===== src/hdl/gdfs_pkg.sv =====
// Constants for the gate driver fault supervisor
// Function
// - Retry overcurrent: all MOSFETs off with weak drive, pin low, flags set.
// - Retry ends after retry interval: drive resumes, pin released, flags cleared.
// - Report-only: gates follow inputs, pin low, flags latched.
// - Report-only release needs condition gone and a clear or enable pulse.
// - Mode 11b ignores drain-source overcurrent.
// - Shunt event after deglitch; fixed variant: 1 V level, 4 ms retry.
// - Programmable variant: level, deglitch from settings; shared response mode.
// - Latched shunt event: MOSFETs off, pin low until condition gone and clear.
// - Shunt path off in mode 11b or by shunt-off bit only.
// - Gate not slewing in drive time: gate fault, MOSFETs off, pin low.
// - Gate fault needs condition gone and clear; gate-check-off disables it.
// - Warning flag follows trip and hysteresis, no other action.
// - Warning-to-pin bit also pulls the fault pin low.
// - Shutdown: MOSFETs and pump off, pin low; resumes when cool.
// - Trip flag held until clear; shutdown always enabled.
// - Enable low: sleep after delay, drivers, pump, regulator off; port still answers, writes have no effect.
// - Gates follow inputs 50 us after enable falls, then float if high.
// - Enable high wakes device; controller waits wake delay.
// - Fault pin low while regulators switch, no longer than delay.
// - Operating mode needs enable high and supply good.
// - Short enable low pulse clears latched faults; longer starts shutdown.
// - Config to defaults at power-up, sleep entry and undervoltage.
package gdfs_pkg;
  localparam int CLK_HZ = 50000000;
  localparam int NS_PER_S = 1000000000;
  function automatic int ns_up(input int ns);
    return int'((64'(ns) * CLK_HZ + NS_PER_S - 1) / NS_PER_S);
  endfunction
  function automatic int ns_dn(input int ns);
    return int'((64'(ns) * CLK_HZ) / NS_PER_S);
  endfunction
  localparam int FOLLOW_NS = 50000;
  localparam int FOLLOW_CYC = ns_dn(FOLLOW_NS);
  localparam int FLOAT_MAX_NS = 400000;
  localparam int FLOAT_CYC = ns_dn(FLOAT_MAX_NS);
  localparam int RST_WIN_NS = 40000;
  localparam int RST_WIN_CYC = ns_dn(RST_WIN_NS);
  localparam int HW_RETRY_NS = 4000000;
  localparam int HW_RETRY_CYC = ns_up(HW_RETRY_NS);
  localparam int HW_DEG_NS = 4000;
  localparam int HW_DEG_CYC = ns_up(HW_DEG_NS);
  localparam logic [7:0] HW_SHUNT_LVL = 8'h64; // 1 V at 10 mV per code
  localparam int CW = 24;
  // Response mode codes
  localparam logic [1:0] MODE_LATCH = 2'h0;
  localparam logic [1:0] MODE_RETRY = 2'h1;
  localparam logic [1:0] MODE_REPORT = 2'h2;
  localparam logic [1:0] MODE_OFF = 2'h3;
  // Register byte offsets
  localparam logic [7:0] A_CTRL = 8'h00;
  localparam logic [7:0] A_TIME = 8'h04;
  localparam logic [7:0] A_STAT = 8'h08;
  localparam logic [7:0] A_GATE = 8'h0c;
  // Control register fields
  localparam int B_MODE = 0;
  localparam int B_SOFF = 2;
  localparam int B_GOFF = 3;
  localparam int B_WREP = 4;
  localparam int B_CLR = 5;
  localparam int B_HWCFG = 6;
  localparam int B_LVL = 8;
  localparam logic [31:0] CTRL_RST = 32'h0000_6401;
  // Timing register: deglitch [7:0] x 1 us, drive time [15:8] x 1 us, retry [23:16] x 1 ms
  localparam logic [31:0] TIME_RST = 32'h0004_0404;
  localparam int US_CYC = ns_up(1000);
  localparam int MS_CYC = ns_up(1000000);
  localparam logic [1:0] RESP_OKAY = 2'h0;
  localparam logic [1:0] RESP_SLVERR = 2'h2;
  typedef enum logic [3:0] {
    PW_SLEEP = 4'h1,
    PW_WAKE = 4'h2,
    PW_RUN = 4'h4,
    PW_DOWN = 4'h8
  } gdfs_pwr_t;
endpackage


===== src/hdl/gdfs_top.sv =====
// Fault supervision and power-state control for a three-phase gate driver
module gdfs_top
  import gdfs_pkg::*;
#(
  parameter int SLEEP_CYC = ns_up(1000000), // sleep delay
  parameter int WAKE_CYC = ns_up(1000000) // wake delay
) (
  input wire logic core_clk, // 50 MHz clock
  input wire logic nrst, // Async reset, active low
  input wire logic enable_pin, // Enable pin
  input wire logic supply_ok, // Supply above undervoltage
  input wire logic [2:0] high_side_pwm_in, // High-side PWM
  input wire logic [2:0] low_side_pwm_in, // Low-side PWM
  input wire logic [5:0] drain_source_overcurrent, // Per-MOSFET comparator
  input wire logic [7:0] shunt_sense_input, // Shunt sense sample
  input wire logic [5:0] gate_level_fb, // Gate voltage feedback
  input wire logic temp_warn_trip, // Above warning trip
  input wire logic temp_warn_hyst, // Still above warning hysteresis
  input wire logic temp_shut_trip, // Above shutdown trip
  input wire logic temp_shut_hyst, // Still above shutdown hysteresis
  output logic [2:0] high_side_gate_out, // High gate drive
  output logic [2:0] low_side_gate_out, // Low gate drive
  output logic gate_out_oe_n, // Gate drive enable, low drives
  output logic gate_weak_drive, // Reduced gate current
  output logic charge_pump_en, // Charge pump on
  output logic logic_regulator_en, // Logic regulator on
  output logic sense_amp_en, // Sense amps on
  output logic fault_indicator_n_o, // Fault pin output value
  output logic fault_indicator_n_oe, // Fault pin enable, low drives
  input wire logic s_axi_awvalid, // AXI write address
  output logic s_axi_awready, // AXI
  input wire logic [7:0] s_axi_awaddr, // AXI
  input wire logic s_axi_wvalid, // AXI write data
  output logic s_axi_wready, // AXI
  input wire logic [31:0] s_axi_wdata, // AXI
  input wire logic [3:0] s_axi_wstrb, // AXI
  output logic s_axi_bvalid, // AXI write response
  input wire logic s_axi_bready, // AXI
  output logic [1:0] s_axi_bresp, // AXI
  input wire logic s_axi_arvalid, // AXI read address
  output logic s_axi_arready, // AXI
  input wire logic [7:0] s_axi_araddr, // AXI
  output logic s_axi_rvalid, // AXI read data
  input wire logic s_axi_rready, // AXI
  output logic [31:0] s_axi_rdata, // AXI
  output logic [1:0] s_axi_rresp // AXI
);

  function automatic logic [CW-1:0] to_cw(input int v);
    return CW'(v);
  endfunction

  ////////////////////////////////////////////////////////////////////////////
  // Input synchronisers
  logic [23:0] sy1_r;
  logic [23:0] sy2_r;
  logic [7:0] sh1_r;
  logic [7:0] sh2_r;
  always_ff @(posedge core_clk or negedge nrst) begin
    if (!nrst) begin
      sy1_r <= '0;
      sy2_r <= '0;
      sh1_r <= '0;
      sh2_r <= '0;
    end else begin
      sy1_r <= {enable_pin, supply_ok, high_side_pwm_in, low_side_pwm_in,
                drain_source_overcurrent, gate_level_fb, temp_warn_trip,
                temp_warn_hyst, temp_shut_trip, temp_shut_hyst};
      sy2_r <= sy1_r;
      sh1_r <= shunt_sense_input;
      sh2_r <= sh1_r;
    end
  end
  logic en_s, sup_s, tw_t, tw_h, ts_t, ts_h;
  logic [2:0] hin, lin;
  logic [5:0] ds_s, gfb;
  assign {en_s, sup_s, hin, lin, ds_s, gfb, tw_t, tw_h, ts_t, ts_h} = sy2_r;

  ////////////////////////////////////////////////////////////////////////////
  // Power state and enable pulse timing
  gdfs_pwr_t pw_r;
  logic [CW-1:0] pcnt_r;
  logic [CW-1:0] lowcnt_r;
  logic en_d_r;
  logic rst_pulse;
  logic cfg_rst;
  logic clr_cmd;
  logic running;
  logic follow_ok;
  assign running = (pw_r == PW_RUN);
  // Short low phase on enable counts as a fault reset pulse
  assign rst_pulse = en_s && !en_d_r && lowcnt_r <= to_cw(RST_WIN_CYC);
  assign cfg_rst = (pw_r == PW_SLEEP) || !sup_s;
  always_ff @(posedge core_clk or negedge nrst) begin
    if (!nrst) begin
      en_d_r <= 1'b0;
      lowcnt_r <= '0;
    end else begin
      en_d_r <= en_s;
      if (en_s) lowcnt_r <= '0;
      else if (lowcnt_r != '1) lowcnt_r <= lowcnt_r + 1'b1;
    end
  end
  always_ff @(posedge core_clk or negedge nrst) begin
    if (!nrst) begin
      pw_r <= PW_SLEEP;
      pcnt_r <= '0;
    end else begin
      case (pw_r)
        PW_SLEEP: begin
          pcnt_r <= '0;
          if (en_s && sup_s) pw_r <= PW_WAKE;
        end
        PW_WAKE: begin
          pcnt_r <= pcnt_r + 1'b1;
          if (!en_s) begin
            pw_r <= PW_SLEEP;
          end else if (pcnt_r >= to_cw(WAKE_CYC - 1)) begin
            pw_r <= PW_RUN;
          end
        end
        PW_RUN: begin
          pcnt_r <= '0;
          if (!en_s || !sup_s) pw_r <= PW_DOWN;
        end
        PW_DOWN: begin
          pcnt_r <= pcnt_r + 1'b1;
          if (en_s && lowcnt_r == '0 && pcnt_r <= to_cw(RST_WIN_CYC + 1) && sup_s) begin
            pw_r <= PW_RUN;
            pcnt_r <= '0;
          end else if (pcnt_r >= to_cw(SLEEP_CYC - 1)) begin
            pw_r <= PW_SLEEP;
          end
        end
        default: pw_r <= PW_SLEEP;
      endcase
    end
  end
  assign follow_ok = running || (pw_r == PW_DOWN && pcnt_r < to_cw(FOLLOW_CYC));

  ////////////////////////////////////////////////////////////////////////////
  // Registers over AXI4-Lite
  logic [31:0] ctrl_r;
  logic [31:0] time_r;
  logic [7:0] awaddr_r;
  logic [31:0] wdata_r;
  logic [3:0] wstrb_r;
  logic aw_r, w_r;
  logic [31:0] stat_v;
  logic [31:0] gate_v;
  logic [1:0] mode;
  logic hw_cfg;
  assign s_axi_awready = !aw_r && !s_axi_bvalid;
  assign s_axi_wready = !w_r && !s_axi_bvalid;
  assign s_axi_arready = !s_axi_rvalid;
  assign hw_cfg = ctrl_r[B_HWCFG];
  assign mode = hw_cfg ? MODE_RETRY : ctrl_r[B_MODE+:2];
  function automatic logic [31:0] merge(input logic [31:0] o, input logic [31:0] d,
                                        input logic [3:0] s);
    logic [31:0] r;
    r = o;
    for (int i = 0; i < 4; i++) begin
      if (s[i]) r[i*8+:8] = d[i*8+:8];
    end
    return r;
  endfunction
  logic wr_go;
  assign wr_go = aw_r && w_r && !s_axi_bvalid;
  always_ff @(posedge core_clk or negedge nrst) begin
    if (!nrst) begin
      aw_r <= 1'b0;
      w_r <= 1'b0;
      awaddr_r <= '0;
      wdata_r <= '0;
      wstrb_r <= '0;
      s_axi_bvalid <= 1'b0;
      s_axi_bresp <= RESP_OKAY;
    end else begin
      if (s_axi_awvalid && s_axi_awready) begin
        aw_r <= 1'b1;
        awaddr_r <= s_axi_awaddr;
      end
      if (s_axi_wvalid && s_axi_wready) begin
        w_r <= 1'b1;
        wdata_r <= s_axi_wdata;
        wstrb_r <= s_axi_wstrb;
      end
      if (wr_go) begin
        aw_r <= 1'b0;
        w_r <= 1'b0;
        s_axi_bvalid <= 1'b1;
        s_axi_bresp <= (awaddr_r == A_CTRL || awaddr_r == A_TIME) ? RESP_OKAY : RESP_SLVERR;
      end else if (s_axi_bready) begin
        s_axi_bvalid <= 1'b0;
      end
    end
  end
  always_ff @(posedge core_clk or negedge nrst) begin
    if (!nrst) begin
      ctrl_r <= CTRL_RST;
      time_r <= TIME_RST;
    end else if (cfg_rst) begin
      ctrl_r <= CTRL_RST;
      time_r <= TIME_RST;
    end else begin
      ctrl_r[B_CLR] <= 1'b0;
      if (wr_go && awaddr_r == A_CTRL) ctrl_r <= merge(ctrl_r, wdata_r, wstrb_r);
      if (wr_go && awaddr_r == A_TIME) time_r <= merge(time_r, wdata_r, wstrb_r);
    end
  end
  assign clr_cmd = ctrl_r[B_CLR] || rst_pulse;
  always_ff @(posedge core_clk or negedge nrst) begin
    if (!nrst) begin
      s_axi_rvalid <= 1'b0;
      s_axi_rdata <= '0;
      s_axi_rresp <= RESP_OKAY;
    end else if (s_axi_arvalid && s_axi_arready) begin
      s_axi_rvalid <= 1'b1;
      s_axi_rresp <= RESP_OKAY;
      case (s_axi_araddr)
        A_CTRL: s_axi_rdata <= ctrl_r;
        A_TIME: s_axi_rdata <= time_r;
        A_STAT: s_axi_rdata <= stat_v;
        A_GATE: s_axi_rdata <= gate_v;
        default: begin
          s_axi_rdata <= '0;
          s_axi_rresp <= RESP_SLVERR;
        end
      endcase
    end else if (s_axi_rready) begin
      s_axi_rvalid <= 1'b0;
    end
  end

  ////////////////////////////////////////////////////////////////////////////
  // Overcurrent detection and response
  logic [CW-1:0] deg_lim, drv_lim, retry_lim;
  logic [7:0] shunt_lvl;
  logic shunt_en;
  logic [CW-1:0] degcnt_r, retcnt_r;
  logic shunt_ev;
  logic [5:0] ds_flag_r;
  logic ds_oc_r, sh_oc_r;
  logic latched_off_r, retry_off_r, report_r;
  logic oc_now;
  assign deg_lim = hw_cfg ? to_cw(HW_DEG_CYC) : CW'(time_r[7:0] * US_CYC);
  assign drv_lim = CW'(time_r[15:8] * US_CYC);
  assign retry_lim = hw_cfg ? to_cw(HW_RETRY_CYC) : CW'(time_r[23:16] * MS_CYC);
  assign shunt_lvl = hw_cfg ? HW_SHUNT_LVL : ctrl_r[B_LVL+:8];
  assign shunt_en = mode != MODE_OFF && !ctrl_r[B_SOFF];
  always_ff @(posedge core_clk or negedge nrst) begin
    if (!nrst) begin
      degcnt_r <= '0;
    end else if (sh2_r > shunt_lvl && running) begin
      if (degcnt_r <= deg_lim) degcnt_r <= degcnt_r + 1'b1;
    end else begin
      degcnt_r <= '0;
    end
  end
  assign shunt_ev = shunt_en && degcnt_r == deg_lim + 1'b1 && running;
  logic ds_ev;
  assign ds_ev = running && |ds_s && mode != MODE_OFF;
  assign oc_now = |ds_s || sh2_r > shunt_lvl;
  always_ff @(posedge core_clk or negedge nrst) begin
    if (!nrst) begin
      ds_flag_r <= '0;
      ds_oc_r <= 1'b0;
      sh_oc_r <= 1'b0;
      latched_off_r <= 1'b0;
      retry_off_r <= 1'b0;
      report_r <= 1'b0;
      retcnt_r <= '0;
    end else begin
      if (retry_off_r) begin
        retcnt_r <= retcnt_r + 1'b1;
        if (retcnt_r >= retry_lim) begin
          retry_off_r <= 1'b0;
          ds_oc_r <= 1'b0;
          sh_oc_r <= 1'b0;
          ds_flag_r <= '0;
        end
      end
      if (clr_cmd && !oc_now) begin
        latched_off_r <= 1'b0;
        report_r <= 1'b0;
        if (!retry_off_r) begin
          ds_oc_r <= 1'b0;
          sh_oc_r <= 1'b0;
          ds_flag_r <= '0;
        end
      end
      if (ds_ev || shunt_ev) begin
        ds_oc_r <= ds_oc_r | ds_ev;
        sh_oc_r <= sh_oc_r | shunt_ev;
        ds_flag_r <= ds_flag_r | (ds_ev ? ds_s : 6'h00);
        case (mode)
          MODE_LATCH: latched_off_r <= 1'b1;
          MODE_RETRY: begin
            retry_off_r <= 1'b1;
            retcnt_r <= '0;
          end
          MODE_REPORT: report_r <= 1'b1;
          default: report_r <= report_r;
        endcase
      end
    end
  end

  ////////////////////////////////////////////////////////////////////////////
  // Gate stuck detection
  logic [5:0] cmd_g;
  logic [5:0] gf_flag_r;
  logic [CW-1:0] gcnt_r [6];
  logic gdf_r;
  logic [5:0] stuck;
  assign cmd_g = {high_side_gate_out, low_side_gate_out};
  always_ff @(posedge core_clk or negedge nrst) begin
    if (!nrst) begin
      for (int i = 0; i < 6; i++) gcnt_r[i] <= '0;
    end else begin
      for (int i = 0; i < 6; i++) begin
        if (cmd_g[i] == gfb[i] || gate_out_oe_n) gcnt_r[i] <= '0;
        else if (gcnt_r[i] <= drv_lim) gcnt_r[i] <= gcnt_r[i] + 1'b1;
      end
    end
  end
  always_comb begin
    for (int i = 0; i < 6; i++) stuck[i] = gcnt_r[i] > drv_lim;
  end
  always_ff @(posedge core_clk or negedge nrst) begin
    if (!nrst) begin
      gdf_r <= 1'b0;
      gf_flag_r <= '0;
    end else if (ctrl_r[B_GOFF]) begin
      gdf_r <= 1'b0;
      gf_flag_r <= '0;
    end else if (|stuck) begin
      gdf_r <= 1'b1;
      gf_flag_r <= gf_flag_r | stuck;
    end else if (clr_cmd) begin
      gdf_r <= 1'b0;
      gf_flag_r <= '0;
    end
  end

  ////////////////////////////////////////////////////////////////////////////
  // Thermal
  logic tw_r, ts_act_r, tsd_flag_r;
  always_ff @(posedge core_clk or negedge nrst) begin
    if (!nrst) begin
      tw_r <= 1'b0;
      ts_act_r <= 1'b0;
      tsd_flag_r <= 1'b0;
    end else begin
      if (tw_t) tw_r <= 1'b1;
      else if (!tw_h) tw_r <= 1'b0;
      if (ts_t) ts_act_r <= 1'b1;
      else if (!ts_h) ts_act_r <= 1'b0;
      if (ts_t) tsd_flag_r <= 1'b1;
      else if (clr_cmd) tsd_flag_r <= 1'b0;
    end
  end

  ////////////////////////////////////////////////////////////////////////////
  // Outputs
  logic gates_off;
  logic fault_any;
  logic pin_low;
  assign gates_off = latched_off_r || retry_off_r || gdf_r || ts_act_r;
  assign fault_any = ds_oc_r || sh_oc_r || gdf_r || tsd_flag_r || latched_off_r
                     || retry_off_r || report_r;
  assign pin_low = latched_off_r || retry_off_r || report_r || gdf_r || ts_act_r
                   || (tw_r && ctrl_r[B_WREP])
                   || pw_r == PW_WAKE || (pw_r == PW_DOWN && !follow_ok);
  assign stat_v = {9'h0, pw_r, tsd_flag_r, ts_act_r, tw_r, gdf_r, gf_flag_r,
                   sh_oc_r, ds_oc_r, ds_flag_r, fault_any};
  assign gate_v = {26'h0, gfb};
  always_ff @(posedge core_clk or negedge nrst) begin
    if (!nrst) begin
      high_side_gate_out <= '0;
      low_side_gate_out <= '0;
      gate_out_oe_n <= 1'b1;
      gate_weak_drive <= 1'b0;
      charge_pump_en <= 1'b0;
      logic_regulator_en <= 1'b0;
      sense_amp_en <= 1'b0;
      fault_indicator_n_oe <= 1'b1;
    end else begin
      if (follow_ok && !gates_off) begin
        high_side_gate_out <= hin;
        low_side_gate_out <= lin;
        gate_out_oe_n <= 1'b0;
      end else begin
        high_side_gate_out <= '0;
        low_side_gate_out <= '0;
        // Float only when a gate was still high at the end of following
        gate_out_oe_n <= gates_off ? 1'b0 : (|cmd_g || gate_out_oe_n);
      end
      gate_weak_drive <= retry_off_r || latched_off_r;
      charge_pump_en <= pw_r != PW_SLEEP && !ts_act_r;
      logic_regulator_en <= pw_r != PW_SLEEP;
      sense_amp_en <= running;
      fault_indicator_n_oe <= !pin_low;
    end
  end
  assign fault_indicator_n_o = 1'b0;
endmodule


===== config.mk =====
export PLATFORM = sky130hd
export DESIGN_NAME = gdfs_top
export DESIGN_NICKNAME = d
export VERILOG_FILES = /design/src/hdl/gdfs_pkg.sv /design/src/hdl/gdfs_top.sv
export SDC_FILE = /design/constraint.sdc
export NUM_CORES = 1
export LEC_CHECK = 0
export BUFFER_PORTS_ARGS = -buffer_cell sky130_fd_sc_hd__clkbuf_2
export CAP_MARGIN = 25
export CORE_MARGIN = 2
export CORE_UTILIZATION = 50
export CTS_CLUSTER_SIZE = 20
export DETAILED_ROUTE_END_ITERATION = 12
export PLACE_DENSITY = 0.7
export SETUP_SLACK_MARGIN = 0.3
export SLEW_MARGIN = 20
export SYNTH_ARGS = -nofsm -noshare
export SYNTH_HDL_FRONTEND = slang
export SYNTH_SLANG_ARGS = --single-unit

===== constraint.sdc =====
create_clock -name core_clk -period 5.2 [get_ports core_clk]
set_input_delay 1.04 -clock core_clk [delete_from_list [all_inputs] [get_ports core_clk]]
set_output_delay 1.04 -clock core_clk [all_outputs]
set_load 0.02 [all_outputs]

# After elaboration in Yosys (flattened, before gate mapping)
# Cells that the tools add are included.
# op_classes
add_sub_neg	11
n_mul	3
n_div	0
order_cmp	19
n_eq_ne	29
n_shift	0
mux	92
bitwise	4
reduce_logical	108
# op_table
op	n
two-way mux 24 bit	21
adder 24 x 1 -> 24 bit, second input constant	10
less-or-equal comparator 24 x 14 -> 1 bit	7
greater-than comparator 24 x 14 -> 1 bit	6
two-way mux 32 bit	4
one-hot mux 32 bit (4 select lines)	1
one-hot mux 24 bit (3 select lines)	1
two-way mux 6 bit	9
less-or-equal comparator 24 x 11 -> 1 bit, second input constant	2
two-way mux 8 bit	5
two-way mux 1 bit	37
nonzero test 2 bit	18
logical OR 1 bit	29
logical AND 1 bit	27
multiplier 8 x 5 -> 13 bit, second input constant	2
== test 24 x 15 -> 1 bit	1
>= comparator 24 x 16 -> 1 bit, second input constant	1
>= comparator 24 bit	1
logical NOT 24 bit	1
< comparator 24 x 12 -> 1 bit, second input constant	1
two-way mux 4 bit	6
inequality test 24 bit, second input constant	1
multiplier 8 x 12 -> 20 bit, second input constant	1
OR reduction 6 bit	3
31 further kinds	71
# totals
register_bits	490
latchBits	0
ram_bits	0
rom_bits	0
out_inout_bits	54
wordCells	320
n_memories	0

# Logic depth before layout (Yosys ltp)
# Gate-level depths: netlist (run 1).
# depth
ltp_word	8
ltp_mapped	22
depth_no_buf	21

# Worst setup path before layout (run 1)
# No wires, ideal clock.
# synth_timing
path_kind	reg-to-reg
from	reg time_r[10]
to	reg gcnt_r[83] in the netlist's numbering
setup_ps	78
t_arrival_ps	5041
t_required_ps	5122
slack_ps	81
path_stages_with_launch	22
path_buffers	1
cell_sequence	dfstp_2 ha_1 ha_1 inv_1 fa_1 inv_1 ha_1 nor2b_1 o21ai_0 a21oi_1 o21a_1 nor2_1 o21ai_0 xnor2_1 ha_1 or4bb_1 nor4_1 a32o_1 buf_4 nand4_2 or4_1 a21oi_1
# synth_between
elab_chain_cells	3
# synth_rtl
item	line	source
start: declaration	gdfs_top.sv:144	logic [31:0] time_r;
start signal: assignment	gdfs_top.sv:208	if (wr_go && awaddr_r == A_TIME) time_r <= merge(time_r, wdata_r, wstrb_r);
multiplier 8 x 5 -> 13 bit	gdfs_top.sv:247	assign drv_lim = CW'(time_r[15:8] * US_CYC);
less-or-equal comparator 24 x 14 -> 1 bit	gdfs_top.sv:323	else if (gcnt_r[i] <= drv_lim) gcnt_r[i] <= gcnt_r[i] + 1'b1;
nonzero test 2 bit (no source line)	n/a	
end signal: indexed assignment	gdfs_top.sv:323	
end: declaration	gdfs_top.sv:313	logic [CW-1:0] gcnt_r [6];
# Every way passes these cells.
# A chain may end at the register's enable or synchronous reset.

# Worst setup path after layout (run 1)
# layout_timing
from	reg time_r[10]
to	reg gcnt_r[86] in the netlist's numbering
# The elaborated chain is that of the path after synthesis.

==> out/metrics.csv, run 1 <==
metric,value,unit
run_status,completed,
dp_slack,-317,ps
final.period_utilization,97.4,%
grt_pass1_vias,20200,
slew_headroom,30.2,%
dp_cells,3357,
ys.flop_type,dfrtp_1,
postCtsHoldBufs,0,
ys_ff_latch,488,
cts_root_buffer,clkbuf_16,
drive_gt1_share,21.7,%
fp.dieW,232,um
maxCapViolCount,0,
cp.arrival,5570,ps
num_vias,20300,
holdWs,345,ps
track_usage,25.0,%
overflow,0,
layout.nets,3152,
cts_made_buffers,54,
setup_viol,0,
fin_cells,3523,
most-common-layout-cells,"dfrtp_1 (473), nand2_1 (270), nor2_1 (250)",
cts_buffer_depth,3,
rr_endpoint,gcnt_r[86],
fin_util,61.5,%
hold_depth,0,
reg2regPathDepth,24,
core_area,51400,um^2
tns,0,ps
endpoint_kind,flop,
drc,0,
yosys_warnings,0,
power-per-cell-area,570,nW/um^2
avgRoutedWirePerCell,19.4,um
worst-setup-path-type,flop to flop,
io_pins,145,
rsz0062_at_grt,true,
clk-insertion-delay-late,610,ps
worst_slew_pin_slew,1040,ps
via_per_inst,5.76,
path_clk_slew,60,ps
post-dp-hpwl,47.0,mm
leakage,14.7,nW
cts_tree,yes,
rows,83,
r2r-start,time_r[10],
die-height,232,um
period_minus_slack,5070,ps
final-hold-violation-count,0,
synth_cells,2554,
final_common_cell,dfrtp_1,
portBuffers,141,
ys_types,80,
grt_max_degree,124,
holdPathEnd,sy2_r[23],
synth_area_leaders,"dfrtp_1 (46%), ha_1 (12%), nand2_1 (3.9%), nor2_1 (3.7%), a21oi_1 (2.9%)",
antenna_found_initial,0,
drt-total-wl,68.3,mm
die_area,53900,um^2
r2r_slack,130,ps
hold_path_startpoint,sy1_r[23],
ant_nets,0,
diodes,0,
syn_avg_cell_area,10.2,um^2
yosys.area.top_type_share,46.0,%
synthArstFlopShare,100,%
clock_sinks,488,
place_congestion,0.902,
min_path_type,flop to flop,
fmax,0.197,GHz
htree_levels,2,
syn_area,26000,um^2
grt_pass1_wl,108,mm
cp.required,5700,ps
critical_path.max_fanout,6,
yosysTopAreaCell,dfrtp_1,
slew_violations,0,
first_iter_violations,1554,
synth-edff-count,0,
start_util,50.6,%
area_delta_synth_final,21.6,%
ys_seq_area_share,47.0,%
peakVddDrop,0.000461,V
finClkSkew,29.2,ps
first_pass_iters,5,
fin_ws,134,ps
critPathLaunchType,flop,
-- worst max-delay path: stages (launching register included) --
cell and delay [ps]:
dfstp_2 560, ha_4 210, ha_4 260, inv_2 30
fa_1 520, inv_2 50, ha_4 220, nor2b_4 130
o21ai_2 160, a21oi_2 80, o21a_1 200, nor2_4 120
o21ai_2 90, xnor2_2 170, buf_4 170, ha_4 250
or4bb_4 460, nor4_4 190, buf_4 160, o31ai_2 50
a32o_2 340, nand4_4 160, buf_6 150, nor4_2 40
o21a_1 180
-- kinds of logic after synthesis --
| kind of cell | synth area share [%] |
|---|---|
| and+or+nand+nor | 18.5 |
| muxes | 3.82 |
| DFF | 47.0 |
| xor gates and xnor gates | 4.98 |
| other | 0.0144 |
| AOI/OAI and AO/OA | 10.1 |
| buffers and inverters | 2.54 |
| adders and majority gates | 13.1 |
-- synthesized netlist by cell type, drive strengths merged (24+ instances only) --
| cell type | n |
|---|---|
| nor2 | 259 |
| nand4 | 63 |
| mux2i | 34 |
| dfrtp | 478 |
| nor2b | 24 |
| or3 | 30 |
| a21oi | 152 |
| clkbuf | 72 |
| mux2 | 46 |
| and3 | 29 |
| nor3 | 27 |
| nand2 | 273 |
| o21ai | 119 |
| nor4 | 35 |
| inv | 85 |
| a21o | 24 |
| ha | 243 |
| xnor2 | 64 |
| xor2 | 84 |
| and2 | 76 |
| nand3 | 70 |
-- state kept, by name, indices dropped and copies added (netlist names), 24 cells and up --
signal       cells
gcnt_r         144
ctrl_r          32
s_axi_rdata     32
time_r          32
wdata_r         32
degcnt_r        24
lowcnt_r        24
pcnt_r          24
retcnt_r        24
sy1_r           24
sy2_r           24
-- routing by layer --
metal | wire length [um] | share of wire [%] | vias to the layer above | track usage (%)
met5 | 0 | 0 | - | 0
met4 | 1960 | 2.9 | 0 | 7.59
met3 | 3890 | 5.7 | 129 | 3.81
met2 | 33100 | 48 | 557 | 42.1
met1 | 29400 | 43 | 10100 | 33.4
li1 | - | - | 9512 | -
-- final cells by class --
| cell class | instances | area, um^2 |
|---|---|---|
| clock inverter | 24 | 349 |
| multi-input combinational | 1898 | 14400 |
| clock buffer | 75 | 1530 |
| tap | 680 | 851 |
| inverter | 86 | 323 |
| timing repair buffer | 272 | 1960 |
| fill | 4128 | 19800 |
| sequential | 488 | 12200 |
-- through the flow --
stage | power [mW] | cell area, um^2
after global routing | 19.3 | 31600
after detailed placement | 12.1 | 27900
after CTS | 17.2 | 30600
final | 18.0 | 31600
after floorplan | 9.71 | 26100
after global placement | 11.8 | 27900
-- report_power, final --
part / switching (mW) / total (mW) / leakage [nW] / internal (mW)
clock network: 1.60 / 4.05 / 0.900 / 2.45
logic: 4.97 / 9.15 / 7.39 / 4.17
registers: 0.555 / 4.82 / 6.45 / 4.27
total: 7.12 / 18.0 / 14.7 / 10.9
-- worst max-delay path by stage --
| stage | cells past startpoint | from | endpoint |
|---|---|---|---|
| final | 24 | time_r[10] | gcnt_r[86] |
| after global routing | 21 | time_r[10] | gcnt_r[83] |
| after CTS | 24 | time_r[10] | gcnt_r[86] |
| after detailed placement | 18 | time_r[10] | gcnt_r[85] |
| after global placement | 18 | time_r[10] | gcnt_r[84] |
| after floorplan | 21 | time_r[22] | sh_oc_r |
-- what timing repair did --
item | CTS | global route
resized for setup | 99 | 144
buffers inserted | 31 | 29
setup endpoints to repair | 149 | 142
pin swaps | 82 | 93
cloned | 3 | 3
No activity file was read; power rests on OpenSTA's default activity.
==> run 2, diff against run 1 <==
--- a/config.mk
+++ b/config.mk
@@ -11,7 +11,7 @@
 export CORE_UTILIZATION = 50
 export CTS_CLUSTER_SIZE = 20
 export DETAILED_ROUTE_END_ITERATION = 12
-export PLACE_DENSITY = 0.7
+export PLACE_DENSITY = 0.67
 export SETUP_SLACK_MARGIN = 0.3
 export SLEW_MARGIN = 20
 export SYNTH_ARGS = -nofsm -noshare
==> constraint.sdc (replaced) <==
create_clock -name core_clk -period 4.8 [get_ports core_clk]
set_input_delay 0.96 -clock core_clk [delete_from_list [all_inputs] [get_ports core_clk]]
set_output_delay 0.96 -clock core_clk [all_outputs]
set_load 0.02 [all_outputs]
==> out/metrics.csv, run 2 (synthesis gave the netlist of run 1 again) <==
metric,value,unit,change
min_path_type,flop to flop,,unchanged
cts_tree,yes,,unchanged
finClkSkew,16.7,ps,was 29.2 ps
fillers,4031,,"was 4,128"
drive_gt1_share,24.1,%,was 21.7%
fin_ws,-222,ps,was 134 ps
num_vias,20400,,"was 20,300"
final.period_utilization,105,%,was 97.4%
grt_pass1_vias,20700,,"was 20,200"
first_pass_iters,6,,was 5
die_area,53900,um^2,unchanged
rows,83,,unchanged
clock_sinks,488,,unchanged
cts_made_buffers,53,,was 54
die-height,232,um,unchanged
drc,0,,unchanged
met3_usage,3.87,%,was 3.81%
finalPower,19.9,mW,was 18.0 mW
portBuffers,141,,unchanged
avgRoutedWirePerCell,18.9,um,was 19.4 um
layout.nets,3193,,"was 3,152"
start_util,50.6,%,unchanged
cts_root_buffer,clkbuf_16,,unchanged
overflow,0,,unchanged
power-per-cell-area,616,nW/um^2,was 570 nW/um^2
use_met2,40.3,%,was 42.1%
cp.arrival,5560,ps,was 5570 ps
grt_pass1_wl,108,mm,about the same
htree_levels,2,,unchanged
ant_nets,0,,unchanged
run_status,finished with violations,,was completed
power_frac_comb,52.6,%,was 50.8%
place_congestion,0.857,,was 0.902
tns,-9460,ps,was 0 ps
final_common_cell,dfrtp_1,,unchanged
first_iter_violations,1329,,"was 1,554"
via_per_inst,5.72,,was 5.76
endpoint_kind,flop,,unchanged
cts_buffer_depth,3,,unchanged
largest_reg_flops,144,,unchanged
dp_cells,3409,,"was 3,357"
path_clk_slew,60,ps,about the same
rsz0062_at_grt,true,,unchanged
grt_util_met1,35.0,%,was 33.4%
p_int,12.0,mW,was 10.9 mW
worst_slew_pin_slew,1070,ps,was 1040 ps
slew_violations,0,,unchanged
grt_max_degree,99,,was 124
critical_path.max_fanout,6,,unchanged
worst-setup-path-type,flop to flop,,unchanged
fin_util,62.8,%,was 61.5%
fmax,0.199,GHz,was 0.197 GHz
regMostFlops,gcnt_r,,unchanged
p_sw,7.83,mW,was 7.12 mW
clk-insertion-delay-late,620,ps,was 610 ps
peakVddDrop,0.000473,V,was 0.000461 V
period_minus_slack,5020,ps,was 5070 ps
dp_slack,-399,ps,was -317 ps
antenna_found_initial,2,,was 0
cp.required,5340,ps,was 5700 ps
maxCapViolCount,0,,unchanged
io_pins,145,,unchanged
most-common-layout-cells,"dfrtp_1 (475), nand2_1 (266), nor2_1 (223)",,"was dfrtp_1 (473), nand2_1 (270), nor2_1 (250)"
critPathLaunchType,flop,,unchanged
violations,negative setup slack,,
post-dp-hpwl,46.7,mm,was 47.0 mm
slew_headroom,28.4,%,was 30.2%
track_usage,25.1,%,was 25.0%
seq_power_share,26.1,%,was 26.8%
final-hold-violation-count,0,,unchanged
fp.dieW,232,um,unchanged
leakage,14.9,nW,was 14.7 nW
grt-busiest-layer,met2,,unchanged
diodes,0,,unchanged
setup_viol,110,,was 0
fin_cells,3566,,"was 3,523"
p_clk_share,21.3,%,was 22.5%
core_area,51400,um^2,unchanged
drt-total-wl,67.3,mm,was 68.3 mm
sw_frac_of_total,39.4,%,was 39.5%
area_delta_synth_final,24.1,%,was 21.6%
## run 2: cell types whose count changed in the layout (fill, tap and decap cells not counted), sizes merged, moves of 2 or more
cell,previous run,this run
clkbuf,216,220
bufinv,8,5
clkinv,9,13
clkinvlp,7,5
bufbuf,2,0
buf,128,170
## run 2: area by class of cell
cell class / instances / area, um^2 / share of cell area (%)
Clock inverter: 24 / 323 / 1.00
Tap cell: 680 / 851 / 2.64
Multi-Input combinational cell: 1898 / 14700 / 45.6
Inverter: 86 / 323 / 1.00
Sequential cell: 488 / 12200 / 37.9
Timing Repair Buffer: 314 / 2340 / 7.24
Clock buffer: 76 / 1490 / 4.63
## run 2: repair_timing
item | in CTS | in global routing
gates cloned | 3 | 3
resized for setup | 118 | 134
pin swaps | 67 | 71
hold buffers | 0 | 0
buffers inserted | 37 | 10
endpoints found under the setup margin | 152 | 152
## run 2: power groups by stage
stage	registers, mW	logic (mW)	clock network (mW)
after global routing	5.26	11.6	4.47
final	5.19	10.4	4.23
after CTS	5.18	9.62	4.31
after floorplan	5.08	5.86	0
after global placement	5.21	8.37	0
after detailed placement	5.24	8.67	0
## run 2: final timing paths
kind                                  from    endpoint  slack (ps)  cells past startpoint
worst max register to register  time_r[10]  gcnt_r[83]        -220                     21
min in group asynchronous             nrst    sh1_r[5]         410                      1
worst max-delay path            time_r[10]  gcnt_r[83]        -220                     21
max in group asynchronous             nrst   sy1_r[18]        3330                      2
worst min register to register    sy1_r[8]    sy2_r[8]         340                      0
worst min-delay path              sy1_r[8]    sy2_r[8]         340                      0
## run 2: worst max-delay path: stages, from the launching register on
cell,delay [ps]
dfstp_2,560
ha_4,210
ha_4,260
inv_2,30
fa_1,490
inv_2,50
ha_4,260
nor2b_4,140
o21ai_2,70
a21oi_2,160
o21a_1,170
nor2_4,50
o21ai_4,190
xnor2_4,150
ha_4,300
or4bb_4,460
nor4_4,180
a32o_2,230
buf_12,120
nand4_4,140
or4_4,570
a21oi_2,130
## run 2: routing by layer
| metal | vias to the layer above | part of all wire (%) |
|---|---|---|
| met2 | 558 | 46 |
| met5 | - | 0 |
| met4 | 0 | 2.9 |
| met1 | 10100 | 45 |
| li1 | 9600 | - |
| met3 | 118 | 5.5 |
## run 2: stage by stage
stage          instance area (um^2)  hold slack, ps
6_report                      32300             343
5_1_grt                       32300             351
4_1_cts                       31400             344
3_5_place_dp                  28600             335
3_3_place_gp                  28600             335
2_1_floorplan                 26500             331
